### src/shared/bfpp_consts.vh
/*
 * Constants for the byte FIFO parallel port: mode codes, widths, depths
 * and timing counts.
 * Assumes inclusion by bare name from the design files.
 */
`ifndef BFPP_CONSTS_VH
`define BFPP_CONSTS_VH

// Port mode codes held in the mode selection input.
`define BFPP_MODE_OFF       2'h0
`define BFPP_MODE_ASYNC     2'h1
`define BFPP_MODE_SYNC      2'h2

// Data path dimensions.
`define BFPP_DATA_W         8
`define BFPP_FIFO_DEPTH     16

// Core clock rate and the output clock rate, both in kHz.
`define BFPP_CLK_KHZ        25000
`define BFPP_FCLK_KHZ       60000
// Half period of the derived output clock in core cycles, at least one.
`define BFPP_FCLK_HALF      ((`BFPP_CLK_KHZ / (2 * `BFPP_FCLK_KHZ)) < 1 ? 1 : \
                             (`BFPP_CLK_KHZ / (2 * `BFPP_FCLK_KHZ)))

`endif

### src/rtl/bfpp_fifo.v
/*
 * Synchronous FIFO with valid/ready on both sides, flip-flop storage.
 * Assumes a single clock and an active-low asynchronous reset.
 */
`timescale 1ns/1ps
module bfpp_fifo #(
    parameter WIDTH = 8,
    parameter DEPTH = 16,
    parameter AW    = 4
) (
    // Clock and reset.
    input  wire             clk,
    input  wire             nrst,
    // Filling side.
    input  wire             inValid,
    output wire             inReady,
    input  wire [WIDTH-1:0] inData,
    // Draining side.
    output wire             outValid,
    input  wire             outReady,
    output wire [WIDTH-1:0] outData,
    // Control.
    input  wire             flush
);

    reg [WIDTH-1:0] mem [0:DEPTH-1];
    reg [AW-1:0]    wrPtr_r;
    reg [AW-1:0]    rdPtr_r;
    reg [AW:0]      count_r;
    wire            doWr;
    wire            doRd;

    // Full and empty come from the occupancy count, so neither lies.
    assign inReady  = (count_r != DEPTH[AW:0]);
    assign outValid = (count_r != {(AW+1){1'b0}});
    assign outData  = mem[rdPtr_r];
    assign doWr     = inValid & inReady;
    assign doRd     = outValid & outReady;

    // Pointer and count update; flush empties without touching storage.
    always @(posedge clk or negedge nrst) begin
        if (!nrst) begin
            wrPtr_r <= {AW{1'b0}};
            rdPtr_r <= {AW{1'b0}};
            count_r <= {(AW+1){1'b0}};
        end else if (flush) begin
            wrPtr_r <= {AW{1'b0}};
            rdPtr_r <= {AW{1'b0}};
            count_r <= {(AW+1){1'b0}};
        end else begin
            if (doWr) begin
                wrPtr_r <= (wrPtr_r == DEPTH[AW-1:0] - 1'b1) ? {AW{1'b0}} : wrPtr_r + 1'b1;
            end
            if (doRd) begin
                rdPtr_r <= (rdPtr_r == DEPTH[AW-1:0] - 1'b1) ? {AW{1'b0}} : rdPtr_r + 1'b1;
            end
            if (doWr && !doRd) begin
                count_r <= count_r + 1'b1;
            end else if (doRd && !doWr) begin
                count_r <= count_r - 1'b1;
            end
        end
    end

    // Storage has no reset; outData shows a stale slot while empty, and pops wait for outValid.
    always @(posedge clk) begin
        if (doWr) begin
            mem[wrPtr_r] <= inData;
        end
    end

endmodule

### src/rtl/bfpp_sync3.v
/*
 * Three-stage input synchroniser with agreement filter for a vector of pins.
 * Assumes asynchronous inputs and the core clock domain.
 */
`timescale 1ns/1ps
module bfpp_sync3 #(
    parameter WIDTH   = 1,
    parameter [WIDTH-1:0] RESET_VAL = {WIDTH{1'b1}}
) (
    // Clock and reset.
    input  wire             clk,
    input  wire             nrst,
    // Raw pins and clean levels.
    input  wire [WIDTH-1:0] pinIn,
    output wire [WIDTH-1:0] level
);

    reg [WIDTH-1:0] st1_r;
    reg [WIDTH-1:0] st2_r;
    reg [WIDTH-1:0] st3_r;
    reg [WIDTH-1:0] level_r;

    assign level = level_r;

    // Stage one is read only by stage two; a change counts once two and three agree.
    always @(posedge clk or negedge nrst) begin
        if (!nrst) begin
            st1_r   <= RESET_VAL;
            st2_r   <= RESET_VAL;
            st3_r   <= RESET_VAL;
            level_r <= RESET_VAL;
        end else begin
            st1_r <= pinIn;
            st2_r <= st1_r;
            st3_r <= st2_r;
            level_r <= (st2_r & st3_r) | (~(st2_r ^ st3_r) & st3_r) | ((st2_r ^ st3_r) & level_r);
        end
    end

endmodule

### src/rtl/bfpp_port.v
/*
 * Byte FIFO parallel port, device end. Two channels, each strobe driven
 * (asynchronous) or, channel A only, clocked by a derived output clock.
 * Assumes the USB side offers receive bytes and takes transmit bytes over
 * valid/ready, and that the mode inputs are static configuration.
 */
`timescale 1ns/1ps
`include "bfpp_consts.vh"
module bfpp_port #(
    parameter DW    = `BFPP_DATA_W,
    parameter DEPTH = `BFPP_FIFO_DEPTH
) (
    // Clock and reset.
    input  wire          clk,
    input  wire          nrst,
    // Configuration and USB state.
    input  wire [1:0]    modeA,
    input  wire [1:0]    modeB,
    input  wire          remoteWakeEn,
    input  wire          power_enable_n,
    // Channel A pins.
    input  wire [DW-1:0] chanADataIn,
    output wire [DW-1:0] chanADataOut,
    output wire          chanADataOe,
    output wire          rxAvailANOut,
    output wire          rxAvailANOe,
    output wire          txSpaceANOut,
    output wire          txSpaceANOe,
    input  wire          readStrobeAN,
    input  wire          writeStrobeAN,
    input  wire          outputEnableAN,
    input  wire          send_now_wake_n,
    output wire          fifo_clock_out,
    // Channel B pins.
    input  wire [DW-1:0] chanBDataIn,
    output wire [DW-1:0] chanBDataOut,
    output wire          chanBDataOe,
    output wire          rxAvailBNOut,
    output wire          rxAvailBNOe,
    output wire          txSpaceBNOut,
    output wire          txSpaceBNOe,
    input  wire          readStrobeBN,
    input  wire          writeStrobeBN,
    // USB side, receive direction (host to pins).
    input  wire [2*DW-1:0] usbRxData,
    input  wire [1:0]    usbRxValid,
    output wire [1:0]    usbRxReady,
    // USB side, transmit direction (pins to host).
    output wire [2*DW-1:0] usbTxData,
    output wire [1:0]    usbTxValid,
    input  wire [1:0]    usbTxReady,
    // USB side events.
    output wire          resumeReq,
    output wire          sendNow
);

    localparam AW   = 4;
    localparam HALF = `BFPP_FCLK_HALF;
    // Channel state machine codes.
    localparam ST_IDLE  = 2'h0;
    localparam ST_READ  = 2'h1;
    localparam ST_WRITE = 2'h2;

    ////////////////////////////////////////////////////////////////////////////
    // Synchronised pins: read, write, output enable, wake (A) and read, write (B).

    wire [5:0] pinLvl;
    bfpp_sync3 #(.WIDTH(6), .RESET_VAL(6'h3F)) uSync (
        .clk   (clk),
        .nrst  (nrst),
        .pinIn ({readStrobeBN, writeStrobeBN, send_now_wake_n, outputEnableAN, writeStrobeAN, readStrobeAN}),
        .level (pinLvl)
    );

    reg [5:0] pinPrev_r;
    always @(posedge clk or negedge nrst) begin
        if (!nrst) begin
            pinPrev_r <= 6'h3F;
        end else begin
            pinPrev_r <= pinLvl;
        end
    end

    // Edge detection on the filtered levels, so each edge is seen once.
    wire [5:0] fallEdge = pinPrev_r & ~pinLvl;
    wire [5:0] riseEdge = ~pinPrev_r & pinLvl;

    ////////////////////////////////////////////////////////////////////////////
    // Output clock divider; the clocked interface acts on its rising edge.

    reg [7:0] divCnt_r;
    reg       fclk_r;
    reg       fclkRise_r;
    wire      syncMode = (modeA == `BFPP_MODE_SYNC);
    always @(posedge clk or negedge nrst) begin
        if (!nrst) begin
            divCnt_r   <= 8'h00;
            fclk_r     <= 1'b0;
            fclkRise_r <= 1'b0;
        end else if (!syncMode) begin
            divCnt_r   <= 8'h00;
            fclk_r     <= 1'b0;
            fclkRise_r <= 1'b0;
        end else if (divCnt_r == HALF[7:0] - 8'h01) begin
            divCnt_r   <= 8'h00;
            fclk_r     <= ~fclk_r;
            fclkRise_r <= ~fclk_r;
        end else begin
            divCnt_r   <= divCnt_r + 8'h01;
            fclkRise_r <= 1'b0;
        end
    end
    assign fifo_clock_out = fclk_r;

    ////////////////////////////////////////////////////////////////////////////
    // Per-channel datapath: receive and transmit FIFOs and strobe handling.

    wire [DW-1:0] dIn [0:1];
    assign dIn[0] = chanADataIn;
    assign dIn[1] = chanBDataIn;

    reg  [DW-1:0] dOut_r  [0:1];
    reg  [1:0]    dOe_r;
    reg  [1:0]    rxN_r;
    reg  [1:0]    txN_r;
    reg  [1:0]    flagOe_r;
    wire [1:0]    rxFifoValid;
    wire [1:0]    txFifoReady;
    wire [DW-1:0] rxFifoData [0:1];

    genvar ch;
    generate
        for (ch = 0; ch < 2; ch = ch + 1) begin : gCh
            wire [1:0] mode   = (ch == 0) ? modeA : ((modeA == `BFPP_MODE_SYNC) ? `BFPP_MODE_OFF : modeB);
            wire       async  = (mode == `BFPP_MODE_ASYNC);
            wire       clocked = (mode == `BFPP_MODE_SYNC);
            wire       rdLvl  = (ch == 0) ? pinLvl[0] : pinLvl[5];
            wire       rdFall = (ch == 0) ? fallEdge[0] : fallEdge[5];
            wire       rdRise = (ch == 0) ? riseEdge[0] : riseEdge[5];
            wire       wrLvl  = (ch == 0) ? pinLvl[1] : pinLvl[4];
            wire       wrFall = (ch == 0) ? fallEdge[1] : fallEdge[4];
            reg  [1:0] state_r;
            reg        rxPop;
            reg        txPush;

            // Asynchronous: pop on read rise; clocked: pop each clock with both lows.
            always @* begin
                rxPop  = 1'b0;
                txPush = 1'b0;
                if (async) begin
                    rxPop  = rdRise && (state_r == ST_READ) && rxFifoValid[ch];
                    txPush = wrFall && !txN_r[ch];
                end else if (clocked) begin
                    rxPop  = fclkRise_r && !rdLvl && !rxN_r[ch];
                    txPush = fclkRise_r && !wrLvl && !txN_r[ch];
                end
            end

            bfpp_fifo #(.WIDTH(DW), .DEPTH(DEPTH), .AW(AW)) uRx (
                .clk      (clk),
                .nrst     (nrst),
                .inValid  (usbRxValid[ch]),
                .inReady  (usbRxReady[ch]),
                .inData   (usbRxData[ch*DW +: DW]),
                .outValid (rxFifoValid[ch]),
                .outReady (rxPop),
                .outData  (rxFifoData[ch]),
                .flush    (1'b0)
            );

            bfpp_fifo #(.WIDTH(DW), .DEPTH(DEPTH), .AW(AW)) uTx (
                .clk      (clk),
                .nrst     (nrst),
                .inValid  (txPush),
                .inReady  (txFifoReady[ch]),
                .inData   (dIn[ch]),
                .outValid (usbTxValid[ch]),
                .outReady (usbTxReady[ch]),
                .outData  (usbTxData[ch*DW +: DW]),
                .flush    (1'b0)
            );

            // Strobe state, flags and bus drive; flags stay released while idle mode.
            always @(posedge clk or negedge nrst) begin
                if (!nrst) begin
                    state_r      <= ST_IDLE;
                    rxN_r[ch]    <= 1'b1;
                    txN_r[ch]    <= 1'b1;
                    flagOe_r[ch] <= 1'b0;
                    dOe_r[ch]    <= 1'b0;
                    dOut_r[ch]   <= {DW{1'b0}};
                end else begin
                    flagOe_r[ch] <= async | clocked;
                    txN_r[ch]    <= !txFifoReady[ch] || !(async | clocked);
                    if (async) begin
                        case (state_r)
                            ST_IDLE: begin
                                rxN_r[ch] <= !rxFifoValid[ch];
                                if (rdFall && rxFifoValid[ch]) begin
                                    state_r    <= ST_READ;
                                    dOut_r[ch] <= rxFifoData[ch];
                                    dOe_r[ch]  <= 1'b1;
                                end
                            end
                            ST_READ: begin
                                if (rdRise) begin
                                    state_r   <= ST_WRITE;
                                    rxN_r[ch] <= 1'b1;
                                    dOe_r[ch] <= 1'b0;
                                end
                            end
                            ST_WRITE: begin
                                // One more cycle with the flag high after each read.
                                state_r   <= ST_IDLE;
                                rxN_r[ch] <= 1'b1;
                            end
                            default: begin
                                state_r <= ST_IDLE;
                            end
                        endcase
                    end else if (clocked) begin
                        state_r   <= ST_IDLE;
                        rxN_r[ch] <= !rxFifoValid[ch] || (rxPop && !rdLvl);
                        // The partner owns turn-around; drive only with its enable low.
                        dOe_r[ch] <= !pinLvl[2];
                        if (fclkRise_r || !rdLvl) begin
                            dOut_r[ch] <= rxFifoData[ch];
                        end
                    end else begin
                        state_r   <= ST_IDLE;
                        rxN_r[ch] <= 1'b1;
                        dOe_r[ch] <= 1'b0;
                    end
                end
            end
        end
    endgenerate

    assign chanADataOut = dOut_r[0];
    assign chanADataOe  = dOe_r[0];
    assign chanBDataOut = dOut_r[1];
    assign chanBDataOe  = dOe_r[1];
    assign rxAvailANOut = rxN_r[0];
    assign rxAvailANOe  = flagOe_r[0];
    assign rxAvailBNOut = rxN_r[1];
    assign rxAvailBNOe  = flagOe_r[1];
    assign txSpaceANOut = txN_r[0];
    assign txSpaceANOe  = flagOe_r[0];
    assign txSpaceBNOut = txN_r[1];
    assign txSpaceBNOe  = flagOe_r[1];

    ////////////////////////////////////////////////////////////////////////////
    // Send-now and wake: one falling strobe gives at most one pulse, chosen by suspend state; none while suspended without wake enable.
    // A wake input tied high simply never produces an edge.

    reg resume_r;
    reg sendNow_r;
    always @(posedge clk or negedge nrst) begin
        if (!nrst) begin
            resume_r  <= 1'b0;
            sendNow_r <= 1'b0;
        end else begin
            resume_r  <= fallEdge[3] && power_enable_n && remoteWakeEn;
            sendNow_r <= fallEdge[3] && !power_enable_n;
        end
    end
    assign resumeReq = resume_r;
    assign sendNow   = sendNow_r;

endmodule

### config.mk
export PLATFORM = sky130hd
export DESIGN_NAME = bfpp_port
export DESIGN_NICKNAME = d
export VERILOG_FILES = /design/src/rtl/bfpp_fifo.v /design/src/rtl/bfpp_sync3.v /design/src/rtl/bfpp_port.v
export VERILOG_INCLUDE_DIRS = /design/src /design/src/shared
export SDC_FILE = /design/constraint.sdc
export NUM_CORES = 1
export LEC_CHECK = 0
export ABC_AREA = 1
export BUFFER_PORTS_ARGS = -buffer_cell sky130_fd_sc_hd__buf_2
export CAP_MARGIN = 20
export CORE_UTILIZATION = 30
export DETAILED_ROUTE_END_ITERATION = 8
export PLACE_DENSITY_LB_ADDON = 0.08
export SYNTH_ARGS = -nofsm -noshare
export SYNTH_HDL_FRONTEND = slang
export SYNTH_SLANG_ARGS = --single-unit
export TNS_END_PERCENT = 100
### constraint.sdc
create_clock -name clk -period 5.8 [get_ports clk]
set_clock_uncertainty 0.05 [all_clocks]
set_input_delay 0 -clock clk [delete_from_list [all_inputs] [get_ports clk]]
set_output_delay 0 -clock clk [all_outputs]
set_load 0.01 [all_outputs]
==> results summary, run 1 <==
The starting density of the core is 30.4%. The maximum operating frequency came out at 289 MHz. In this run, post-CTS hold repair placed 56 buffers. The number of pins exceeding their max-slew limit in the final report came out at 0. The synthesized area per cell is 10.6 sq um. The area growth from synthesis to layout is 16.6%. The number of rows created at floorplan came out at 110. The tightest min-delay check is of the in -> async type.

The worst-case headroom to the max-slew limit came out at 29.3%. The number of design-rule violations left by the first detailed-router iteration came out at 977. Using the TritonRoute via totals, the vias-per-cell ratio works out to 4.56. The maximum number of pins on one net before global-route repair came out at 84. The sequential cell area fraction in the yosys report came out at 67.0%. The cell total after placement is 3786.

The number of antenna cells inserted is 0. Post-CTS repair changed the size of 0 cells. The proportion of synthesized flip-flops having asynchronous set or reset came out at 19.1%. The tool flagged a number of max-cap violations equal to 0.

The power dissipated by switching net loads is 0.00549 W. The register bit total from synthesis came out at 633. The net total in the final layout came out at 2857. For this block, the via count after detailed routing is 18100. Measured along the x axis, the die boundary spans 305 um.

The number of buffers added for setup after CTS came out at 0. The clock passes through at most 3 buffers. The tree is rooted in a clkbuf_16. The routed design has 71800 um of wire. Setup repair after global routing left no endpoint under its margin. The proportion of netlist area held by the largest area contributor came out at 55.8%. The area of the die is 93000 sq um. In the synthesized netlist the dominant register cell turns out to be edfxtp_1. The wire length of the first global-routing pass is 111000 um. The final non-filler cell total came out at 3980. Per report_power, the sequential group accounts for 39.0% of the total. Synthesis produced a netlist with a net count of 2711. The placed wire-length estimate after detailed placement is 45300 um. By startpoint and endpoint, the worst setup path is classified as in -> reg. The switching part of the total power is 36.5%.

The count of endpoints failing hold in the final timing report came to 0. STA classifies the critical path endpoint as a register. The power per cell area came out at 468 nW/um^2. In the post-synthesis netlist, the biggest area contributors are edfxtp_1 56%, nand2_1 9.0%, dfrtp_1 8.0%, nand3_1 5.0%, inv_1 4.0%. Buffers placed on the I/O ports in this run total 98. The H-tree generated during clock tree synthesis spans 3 levels. Cells with a size suffix above 1 make up 10.4% of the layout. The number of detailed-route iterations in the first pass is 5. The worst path required time came out at 5980 ps. The total standard cell area after synthesis is 27500 sq um. The clock sink count came out at 633. The count of antenna-violating nets left after detailed routing is 0. The flow ran to the end, and the final reports show no timing, DRC or antenna violations. The maximum fanout encountered on the critical timing path is 11. The initial antenna violation count is 0. For the pin with the worst max-slew slack, the measured transition is 1060 ps. The clock transition at the registers of the reported paths is 60 ps. Global routing used 15.6% of the available tracks across all layers. The total DRC errors in the routed layout is 0. The via count of the first global-routing pass was 18400.

The total negative setup slack is 0 ps. The floorplan die height is 305 um. Per report_power, the clock group accounts for 30.4% of the total. Setup violations remaining at the end of the flow were counted as 0. The CTS tree is done.

After detailed routing, the average wire length per cell comes to 18.0 um. The final non-filler cell area is 32100 sq um. The floorplan core area came out at 90400 sq um. The routability-driven placement congestion ratio came out at 0.752. The count of boundary I/O pins is 99.

The insertion delay to the later sink of the worst-skew pair came out at 620 ps. Data on the critical path arrives at its endpoint at 3650 ps. Summed over all instances, the cell type with the most area after synthesis is edfxtp_1. Global routing finished with a remaining overflow of 0.

STA classifies the critical path startpoint as an input pin. The shortest period the worst path allows is 3460 ps. The leakage power figure came out at 12.9 nW. The final period utilization is 59.7%. The internal power came out at 0.00954 W. Synthesis handed over a netlist of 2599 instances. In this run, synthesis inferred 512 flip-flops with an integrated enable. The number of buffers inserted during clock tree synthesis is 75. VDD sags by at most 0.000229 V. The fraction of power consumed by combinational cells is 30.7%. The number of distinct library cells after synthesis is 39. The count of warnings emitted by yosys came out at 0. In this run the cell area measured after placement is 29200 sq um.
==> cell type report <==
class	instances	area, sq um
fillers	8908	58300
flip-flops and latches	633	18400
multi-input cells	1545	7390
clock buffers	106	2080
well taps	1176	1470
repair buffers	180	1260
inverters	310	1160
clock inverters	30	275
==> metrics by stage <==
| stage | setup WS, ps | util [%] | hold slack (ps) | total power (W) |
|---|---|---|---|---|
| after floorplan | 3070 | - | -346 | 0.00899 |
| after global placement | 2230 | 32.2 | 56.9 | 0.0106 |
| after detailed placement | 2180 | 32.2 | 56.6 | 0.0106 |
| after CTS | 2080 | 35.5 | 1.88 | 0.0153 |
| after global routing | 1880 | 35.5 | 57.7 | 0.0161 |
| final | 2340 | 35.5 | 0.854 | 0.0150 |
==> state kept, by name, summed over array words and instances (netlist names), 4 cells and up <==
signal,count
gCh.uRx.mem,256
gCh.uTx.wrPtr_r,8
gCh.uTx.mem,256
pinPrev_r,5
gCh.uRx.wrPtr_r,8
gCh.uRx.count_r,10
gCh.state_r,4
chanADataOut,8
uSync.level,6
uSync.st2_r,6
chanBDataOut,8
uSync.st3_r,6
gCh.uRx.rdPtr_r,8
gCh.uTx.rdPtr_r,8
uSync.st1_r,6
gCh.uTx.count_r,10
divCnt_r,8
==> cell families after synthesis <==
logic type	synth area share, %
adder cells (fa/ha/maj)	2.93
buffers and inverters	6.39
AO/OA/AOI/OAI	4.67
flip-flops	67.0
AND/OR/NAND/NOR	18.3
XOR/XNOR	0.732
==> cells in the final DEF (no fill, tap or decap), types with 19 or more instances in the layout <==
cell type,count
edfxtp_1,512
nand2_1,660
buf_4,24
o21ai_0,131
dlygate4sd3_1,56
nand3_1,273
ha_1,58
o21ai_1,45
clkinv_1,19
inv_1,292
dfstp_2,33
clkbuf_1,25
a31oi_1,20
clkbuf_16,77
buf_2,98
nor2_1,235
dfrtp_1,84
==> power groups by stage <==
stage	Combinational (W)	Clock [W]	Sequential, W
floorplan	0.00328	0	0.00571
global placement	0.00467	0	0.00594
detailed placement	0.00468	0	0.00595
CTS	0.00473	0.00471	0.00587
global route	0.00527	0.00487	0.00594
finish	0.00461	0.00456	0.00586
==> metal layers <==
layer,vias to the layer above,GRT usage (%),part of all wire [%]
met5,-,0,0
met4,0,5.03,2.4
met3,106,2.48,3.6
met2,273,25.3,46
met1,8824,21.3,48
li1,8929,-,-
==> synthesized netlist by cell type (all sizes together), types with 3 or more instances <==
cell type	instances
nand2	661
edfxtp	512
inv	301
nand3	273
nor2	236
o21ai	176
buf	89
dfrtp	88
ha	58
dfstp	33
nor3	32
clkbuf	22
a21oi	20
a31oi	20
xor2	18
nand4	10
o211ai	10
clkinv	9
and2	8
a21o	6
xnor2	5
fa	4
o22ai	3
==> path summary, 6_finish.rpt <==
path	startpoint	endpoint	slack (ps)	cells after the start
hold reg to reg	uSync.st1_r[5]	uSync.st2_r[5]	300	0
hold / removal	nrst	resumeReq	0.9	2
setup / recovery	modeA[0]	gCh[1].uTx.mem[4][2]	2340	12
max in group asynchronous	nrst	gCh[0].uRx.rdPtr_r[0]	4510	3
min in group clk	modeB[0]	rxAvailBNOut	50	8
setup reg to reg	gCh[0].uRx.count_r[1]	gCh[0].uRx.count_r[4]	2740	13
==> critical path, cell delays in order <==
cell and delay (ps):
dlygate4sd3_1 520, buf_2 110, inv_1 50, ha_1 230, inv_1 190, nand2_1 110, ha_1 350, inv_2 150
o21ai_1 80, nor3_2 710, nand2_1 450, nor2_1 670
Note: power is estimated with default switching activity, not from simulation.
==> run 2, diff against run 1 <==
- clock period: 5.8 -> 3.4 ns (I/O delays scaled with it)
==> results summary, run 2 (synthesis gave the netlist of run 1 again) <==
The layout overhead on the synthesized area is 18.5%. The total number of vias came out at 18300 (+1.1%). The number of buffers added for setup after CTS came out at 0 (unchanged).

Based on the critical path, the design can be clocked at up to 339 MHz. The worst vdd rail ir drop was 0.000348 V (+52%). The clock sink count was 633 (unchanged). The detailed-route wire length per cell came out at 17.9 um (-0.61%). The family with the most delay on the worst path is buffers and inverters. In the final layout, the registers with the most flip-flops are gCh.uRx.mem x256, gCh.uTx.mem x256. Leaving out fill and tap cells, the most frequent cell in the layout is nand2_1. In this run the clock root is driven by a clkbuf_16.

The count of antenna-violating nets left after detailed routing came out at 0 (unchanged). The placed wire-length estimate after detailed placement came out at 46500 um (+2.7%). The flow ran to the end, and the final reports show no timing, DRC or antenna violations.

The worst flop-to-flop path endpoint is gCh[1].uRx.count_r[4]. The register-to-register setup slack was 670 ps (-2070 ps). The master of the slowest instance on the critical path is dlygate4sd3_1. The number of design-rule violations left by the first detailed-router iteration is 1185 (+21%). The floorplan die height came out at 305 um (unchanged). The maximum number of pins on one net before global-route repair came out at 67 (-20%).

The worst slack on hold paths is 27.5 ps (+26.7 ps). The final number of setup-violating endpoints is 0 (unchanged). The number of detailed-route iterations in the first pass is 5 (unchanged). STA classifies the critical path endpoint as a register. The H-tree level count was 3 (unchanged). The net total in the final layout came out at 2912 (+1.9%).

The number of violations of the max-capacitance limit came out at 0 (unchanged). The count of boundary I/O pins came out at 99 (unchanged). The worst hold-check path type is in -> async.

The CTS tree is done. The number of rows created at floorplan is 110 (unchanged). The number of instances resized during post-cts repair came out at 0 (unchanged). The die extent in x came out at 305 um (unchanged). The remaining global-route overflow is 0 (unchanged). The setup path with the least slack is of type in -> reg. The kind of start point of the critical path is an input pin.

The fraction of power consumed by combinational cells came out at 31.4% (+0.7 points). The number of antenna cells inserted came to 0 (unchanged). The shortest period the worst path allows came out at 2950 ps. The power dissipated by switching net loads is 0.00942 W (+71%). The area of placed instances came out at 29500 sq um (+1.3%).

The worst-case headroom to the max-slew limit was 35.8% (+6.5 points). The critical path data arrival time is 3400 ps (-250 ps). The measured slew at the worst slew-check pin is 959 ps (-101 ps). The routability-driven placement congestion ratio came out at 0.797 (+6.0%). The insertion delay to the later sink of the worst-skew pair is 620 ps (about the same). Setup repair after global routing left no endpoint under its margin. The power per cell area is 804 nW/um^2 (+72%). The initial antenna violation count is 1 (+1). The delay of the slowest cell on the worst path was 530 ps (-180 ps).

The total negative setup slack came out at 0 ps (unchanged). The count of input and output buffers is 98 (unchanged). The sum of buffers and inverters on the critical path is 8 (+3). The startpoint of the lowest-slack register-to-register path is gCh[1].uRx.count_r[1]. The wire length of the first global-routing pass came out at 112000 um (+0.45%). The total global routing track utilization came out at 15.7% (+0.049 points). The via count of the first global-routing pass came out at 18400 (-0.48%). The leakage power figure came to 13.3 nW (+2.8%). The clock transition at the registers of the reported paths came out at 60 ps (about the same). The relative contribution of sequential cells to total power is 37.4% (-1.6 points). The worst path required time came out at 3850 ps (-2130 ps). Among the stages of the critical path, the cell type that occurs most often is inv_1.

The final non-filler cell area came out at 32600 sq um (+1.6%). The count of endpoints failing hold in the final timing report is 0 (unchanged). The number of buffers inserted during clock tree synthesis is 77 (+2.7%). The maximum fanout encountered on the critical timing path was 7 (-4). The starting density of the core is 30.4% (unchanged).

The total wire length came out at 72400 um (+0.79%). The clock network power share is 31.2% (+0.8 points). The number of cells on the worst reg-to-reg path is 13 (unchanged).

The buffer levels on the longest clock path came out at 3 (unchanged). The floorplan core area is 90400 sq um (unchanged). The post-detailed-route via-to-cell ratio was 4.54 (-0.31%). The total DRC errors in the routed layout is 0 (unchanged).

Traced cell by cell, the critical path runs through dlygate4sd3_1, buf_2, inv_1, ha_1, inv_1, nand2_1, inv_1, ha_1, nand2_1, clkinv_1, nand3_1, a21oi_2, inv_1, ha_1, inv_1, ha_1, a21oi_1, o21ai_0, a21oi_1, o21ai_0, nand2_1, nand2_1. The ratio of cells with drive above 1 in the final layout is 11.7% (+1.3 points). The internal power is 0.0168 W (+76%). The library cells used most frequently in the layout, excluding fill and tap cells, are 660 x nand2_1, 512 x edfxtp_1, 292 x inv_1. The final period utilization came out at 86.8%. The number of pins exceeding their max-slew limit in the final report came out at 0 (unchanged). The switching part of the total power came to 35.9% (-0.60 points). The area of the die is 93000 sq um (unchanged).
==> run 2: cell types whose count changed in the layout (fill, tap and decap cells not counted) <==
cell	change
clkbuf_8	+1
clkbuf_1	-2
buf_16	+1
nor3_1	+13
bufinv_16	+3
buf_2	-1
nor3_2	-13
buf_4	+52
clkbuf_16	+3
clkinv_2	-2
clkinv_1	+1
buf_12	+1
inv_6	-1
==> run 2: stage by stage <==
step | utilization [%] | setup WS, ps | power, W | instances
final | 36.1 | 449 | 0.0262 | 4036
after global routing | 36.1 | 158 | 0.0280 | 4036
after CTS | 36.1 | 347 | 0.0267 | 4036
after detailed placement | 32.6 | 406 | 0.0183 | 3840
after global placement | 32.6 | 423 | 0.0183 | 3840
after floorplan | - | 675 | 0.0153 | 2599
==> run 2: timing repair <==
| item | CTS | global route |
|---|---|---|
| hold endpoints to repair | 655 | 0 |
| setup endpoints to repair | 0 | 0 |
| hold buffers | 57 | 0 |
==> run 2: final cells by class <==
| type | count | area [sq um] |
|---|---|---|
| multi-input cells | 1545 | 7330 |
| inverters | 310 | 1160 |
| fillers | 8963 | 57800 |
| repair buffers | 233 | 1700 |
| well taps | 1176 | 1470 |
| clock inverters | 31 | 350 |
| flip-flops and latches | 633 | 18400 |
| clock buffers | 108 | 2160 |
==> run 2: worst max path at each step <==
stage	depth (start not counted)	from	slack [ps]	endpoint
6_report	22	modeA[0]	450	gCh[1].uRx.count_r[4]
5_1_grt	22	modeA[0]	160	gCh[1].uRx.count_r[4]
4_1_cts	8	gCh[0].uTx.rdPtr_r[0]	350	usbTxData[5]
3_5_place_dp	21	modeA[0]	410	gCh[1].uRx.count_r[4]
3_3_place_gp	21	modeA[0]	420	gCh[1].uRx.count_r[4]
2_1_floorplan	19	modeA[0]	670	gCh[1].uRx.count_r[4]
==> run 2: power groups by stage <==
stage	registers, W	logic, W	clock network [W]
floorplan	0.00974	0.00559	0
global placement	0.00994	0.00831	0
detailed placement	0.00995	0.00833	0
CTS	0.00980	0.00843	0.00847
global route	0.00990	0.00934	0.00875
finish	0.00980	0.00822	0.00819
==> run 2: layer usage <==
metal / track usage [%] / part of all wire (%)
met1: 21.8 / 48
met2: 25.1 / 46
met3: 2.91 / 4.0
met4: 3.72 / 1.5
met5: 0 / 0
==> run 3, diff against run 2 <==
- ABC_AREA: 1 -> default
==> results summary, run 3 <==
The ratio of cells with drive above 1 in the final layout is 27.1% (+15 points). The detailed-route wire length per cell is 20.6 um (+15%). The wire length of the first global-routing pass is 90400 um (-19%). The dominant synthesized flop cell is edfxtp_1. The power per cell area came out at 763 nW/um^2 (-5.1%).

The signal on the critical path passes through dlygate4sd3_1, buf_2, inv_1, ha_1, nand2b_1, inv_1, ha_1, nand2_1, or4_4, a21oi_2, inv_1, ha_1, inv_1, ha_1, nor2b_1, o21a_1, or3_1, a21oi_1, xor2_1. The maximum operating frequency is 315 MHz (-6.9%). The maximum fanout encountered on the critical timing path is 4 (-3).

The number of design-rule violations left by the first detailed-router iteration is 725 (-39%). The met1 usage came out at 19.1% (-2.7 points). The fraction of met3 tracks used by global routing is 2.44% (-0.48 points). The most area-hungry cell type in the Yosys netlist is edfxtp_1. Compared with the post-synthesis result, the final layout area differs by 20.3%. The routability-driven placement congestion ratio came out at 0.729 (-8.5%). The total number of vias was 13300 (-28%). Leaving out fill and tap cells, the most frequent cells in the layout are 512 x edfxtp_1, 104 x mux4_2, 97 x buf_2. The worst path required time is 3880 ps (+30 ps). In the synthesized netlist, the cells that appear most often are 512 x edfxtp_1, 104 x mux4_2, 88 x dfrtp_1. The number of rows created at floorplan is 107 (-2.7%). The family with the most delay on the worst path is simple AND/OR/NAND/NOR gates. The final period utilization is 93.2% (+6.4 points). The total standard cell area after synthesis was 25800 sq um (-6.2%).

By startpoint and endpoint, the worst setup path is classified as in -> reg. The register bit total from synthesis came out at 633 (unchanged). The leakage power figure is 10.9 nW (-18%).

The count of warnings emitted by yosys came out at 0 (unchanged). The measured slew at the worst slew-check pin is 853 ps (-105 ps). The floorplan die height is 295 um (-3.1%).

The final number of setup-violating endpoints was 0 (unchanged). The worst setup path is launched from an input pin. The number of pins exceeding their max-slew limit in the final report was 0 (unchanged). Among all cell types in the netlist, the one instantiated most often is edfxtp_1.

Sorting the synthesized cells by area gives the leading types as edfxtp_1 60%, mux4_2 9.1%, dfrtp_1 8.5%, dfstp_2 3.4%, ha_1 2.8%. The count of antenna-violating nets left after detailed routing was 0 (unchanged). The largest registers in the layout are gCh.uRx.mem x256, gCh.uTx.mem x256. The number of antenna cells inserted is 0 (unchanged). The proportion of synthesized flip-flops having asynchronous set or reset came out at 19.1% (unchanged). The number of violations of the max-capacitance limit is 0 (unchanged).

The total DRC errors in the routed layout is 0 (unchanged). The worst vdd rail ir drop is 0.000397 V (+14%). The number of distinct library cells after synthesis came out at 68 (+74%). The via count of the first global-routing pass came out at 14200 (-23%).

The worst-case headroom to the max-slew limit is 42.9% (+7.1 points). The min-delay analysis places its worst path in the category in -> reg. The maximum number of pins on one net before global-route repair is 68 (+1.5%). The buffer levels on the longest clock path came out at 3 (unchanged). The largest individual stage delay along the critical path comes from the cell dlygate4sd3_1. The met2 usage in global routing came out at 22.8% (-2.3 points). The total negative setup slack is 0 ps (unchanged). The total wire length is 59600 um (-18%). The net count after synthesis came out at 1547 (-43%). The sequential cell area fraction in the yosys report was 71.4% (+4.4 points). The critical path data arrival time came to 3650 ps (+250 ps).

The total global routing track utilization came out at 14.0% (-1.7 points). The library cell used most frequently in the layout, excluding fill and tap cells, is edfxtp_1. The count of endpoints failing hold in the final timing report is 0 (unchanged).

The clock transition at the registers of the reported paths came out at 60 ps (about the same). The floorplan core area is 85300 sq um (-5.7%). The clock sink count is 633 (unchanged).

The synthesized area per cell came out at 18.0 sq um (+70%). The H-tree level count is 3 (unchanged). The remaining global-route overflow is 0 (unchanged). The number of cells produced by synthesis came to 1435 (-45%). The net total in the final layout came to 1792 (-38%). The delay of the slowest cell on the worst path was 510 ps (-20 ps). The count of boundary I/O pins is 99 (unchanged). Setup repair after global routing left no endpoint under its margin. TritonCTS built the clock tree. The worst setup path is captured at a register. The die extent in x came out at 295 um (-3.1%). The placed wire-length estimate after detailed placement was 38000 um (-18%). The sum of buffers and inverters on the critical path was 6 (-2). The shortest period the worst path allows came to 3170 ps (+219 ps).

The peak-usage layer in the global routing report is met2. The CTS root buffer is clkbuf_16. The proportion of netlist area held by the largest area contributor is 59.5% (+3.7 points). The total power consumption of the routed design was 0.0237 W (-9.6%). The insertion delay to the later sink of the worst-skew pair came out at 600 ps (-20 ps). The number of buffers inserted during clock tree synthesis was 75 (-2.6%). The count of input and output buffers came out at 98 (unchanged).

The starting density of the core is 30.3% (-0.15 points). The flow ran to the end, and the final reports show no timing, DRC or antenna violations. The area of the die came out at 87300 sq um (-6.1%). The final standard cell utilization of the core is 36.4% (+0.36 points). The initial antenna violation count is 0 (-1). The post-detailed-route via-to-cell ratio is 4.59 (+1.0%). The number of detailed-route iterations in the first pass came out at 5 (unchanged). The number of synthesized flops with an enable pin came to 512 (unchanged).
-- run 3: cell count changes after synthesis, moves of 25 or more --
| cell | change |
|---|---|
| o21ai_1 | -44 |
| mux2_2 | +28 |
| inv_1 | -256 |
| mux2i_1 | +25 |
| nand2_1 | -573 |
| o21ai_0 | -84 |
| a22oi_1 | +40 |
| nor2_1 | -180 |
| mux4_2 | +104 |
| buf_2 | -48 |
| nand3_1 | -251 |
-- run 3: final cells by class --
class / instances / area, sq um
fill: 8046 / 54200
tap: 1144 / 1430
clock buffer: 106 / 2120
sequential: 633 / 18400
clock inverter: 34 / 383
timing repair buffer: 234 / 1710
multi-input combinational: 698 / 6830
inverter: 38 / 143
-- run 3: layer usage --
| layer | vias up | wire (um) |
|---|---|---|
| li1 | 6116 | - |
| met5 | - | 0 |
| met2 | 178 | 28600 |
| met1 | 6866 | 27900 |
| met4 | 0 | 1330 |
| met3 | 90 | 1730 |
-- run 3: per-stage QoR --
step / setup WS (ps) / cell area [sq um] / cells / hold slack, ps
after global routing: 34.2 / 31100 / 2887 / 84.2
after global placement: 95.7 / 28000 / 2689 / 56.3
final: 230 / 31100 / 2887 / 63.1
after detailed placement: 25.7 / 28000 / 2689 / 56.8
after CTS: 162 / 31100 / 2887 / 11.7
after floorplan: 236 / 25800 / 1435 / -346
-- run 3: worst min-delay path, delay by kind of cell --
| kind | cells | cell delay (ps) |
|---|---|---|
| compound gates | 1 | 50 |
| fa+ha+maj | 1 | 180 |
| buf+inv | 2 | 160 |
| simple gates | 3 | 330 |
-- run 3: logic make-up after synthesis --
logic type | share of synthesized area (%)
fa+ha+maj | 3.12
xor+xnor | 1.05
mux | 13.0
buf+inv | 2.17
compound gates | 4.21
simple gates | 5.05
flops | 71.4
-- run 3: path summary, 6_finish.rpt --
| path | startpoint | to | slack, ps | cells after the start |
|---|---|---|---|---|
| max | modeA[0] | gCh[1].uRx.count_r[4] | 230 | 19 |
| min | modeB[0] | rxAvailBNOut | 60 | 7 |
| max reg2reg | gCh[0].uRx.count_r[1] | gCh[0].uRx.count_r[4] | 400 | 12 |
| min reg2reg | uSync.st1_r[5] | uSync.st2_r[5] | 310 | 0 |
| max in group asynchronous | nrst | gCh[0].uRx.count_r[4] | 1590 | 4 |
| min in group asynchronous | nrst | gCh[0].state_r[0] | 490 | 3 |
-- run 3: what timing repair did --
item,in CTS,in global routing
hold buffers,58,0
setup endpoints to repair,0,1
resized for setup,0,2
setup buffers,0,0
hold endpoints to repair,654,0
-- run 3: where the power goes --
group / switching, W / internal (W)
clock: 0.00320 / 0.00490
sequential: 0.000721 / 0.00916
combinational: 0.00298 / 0.00274
total: 0.00690 / 0.0168
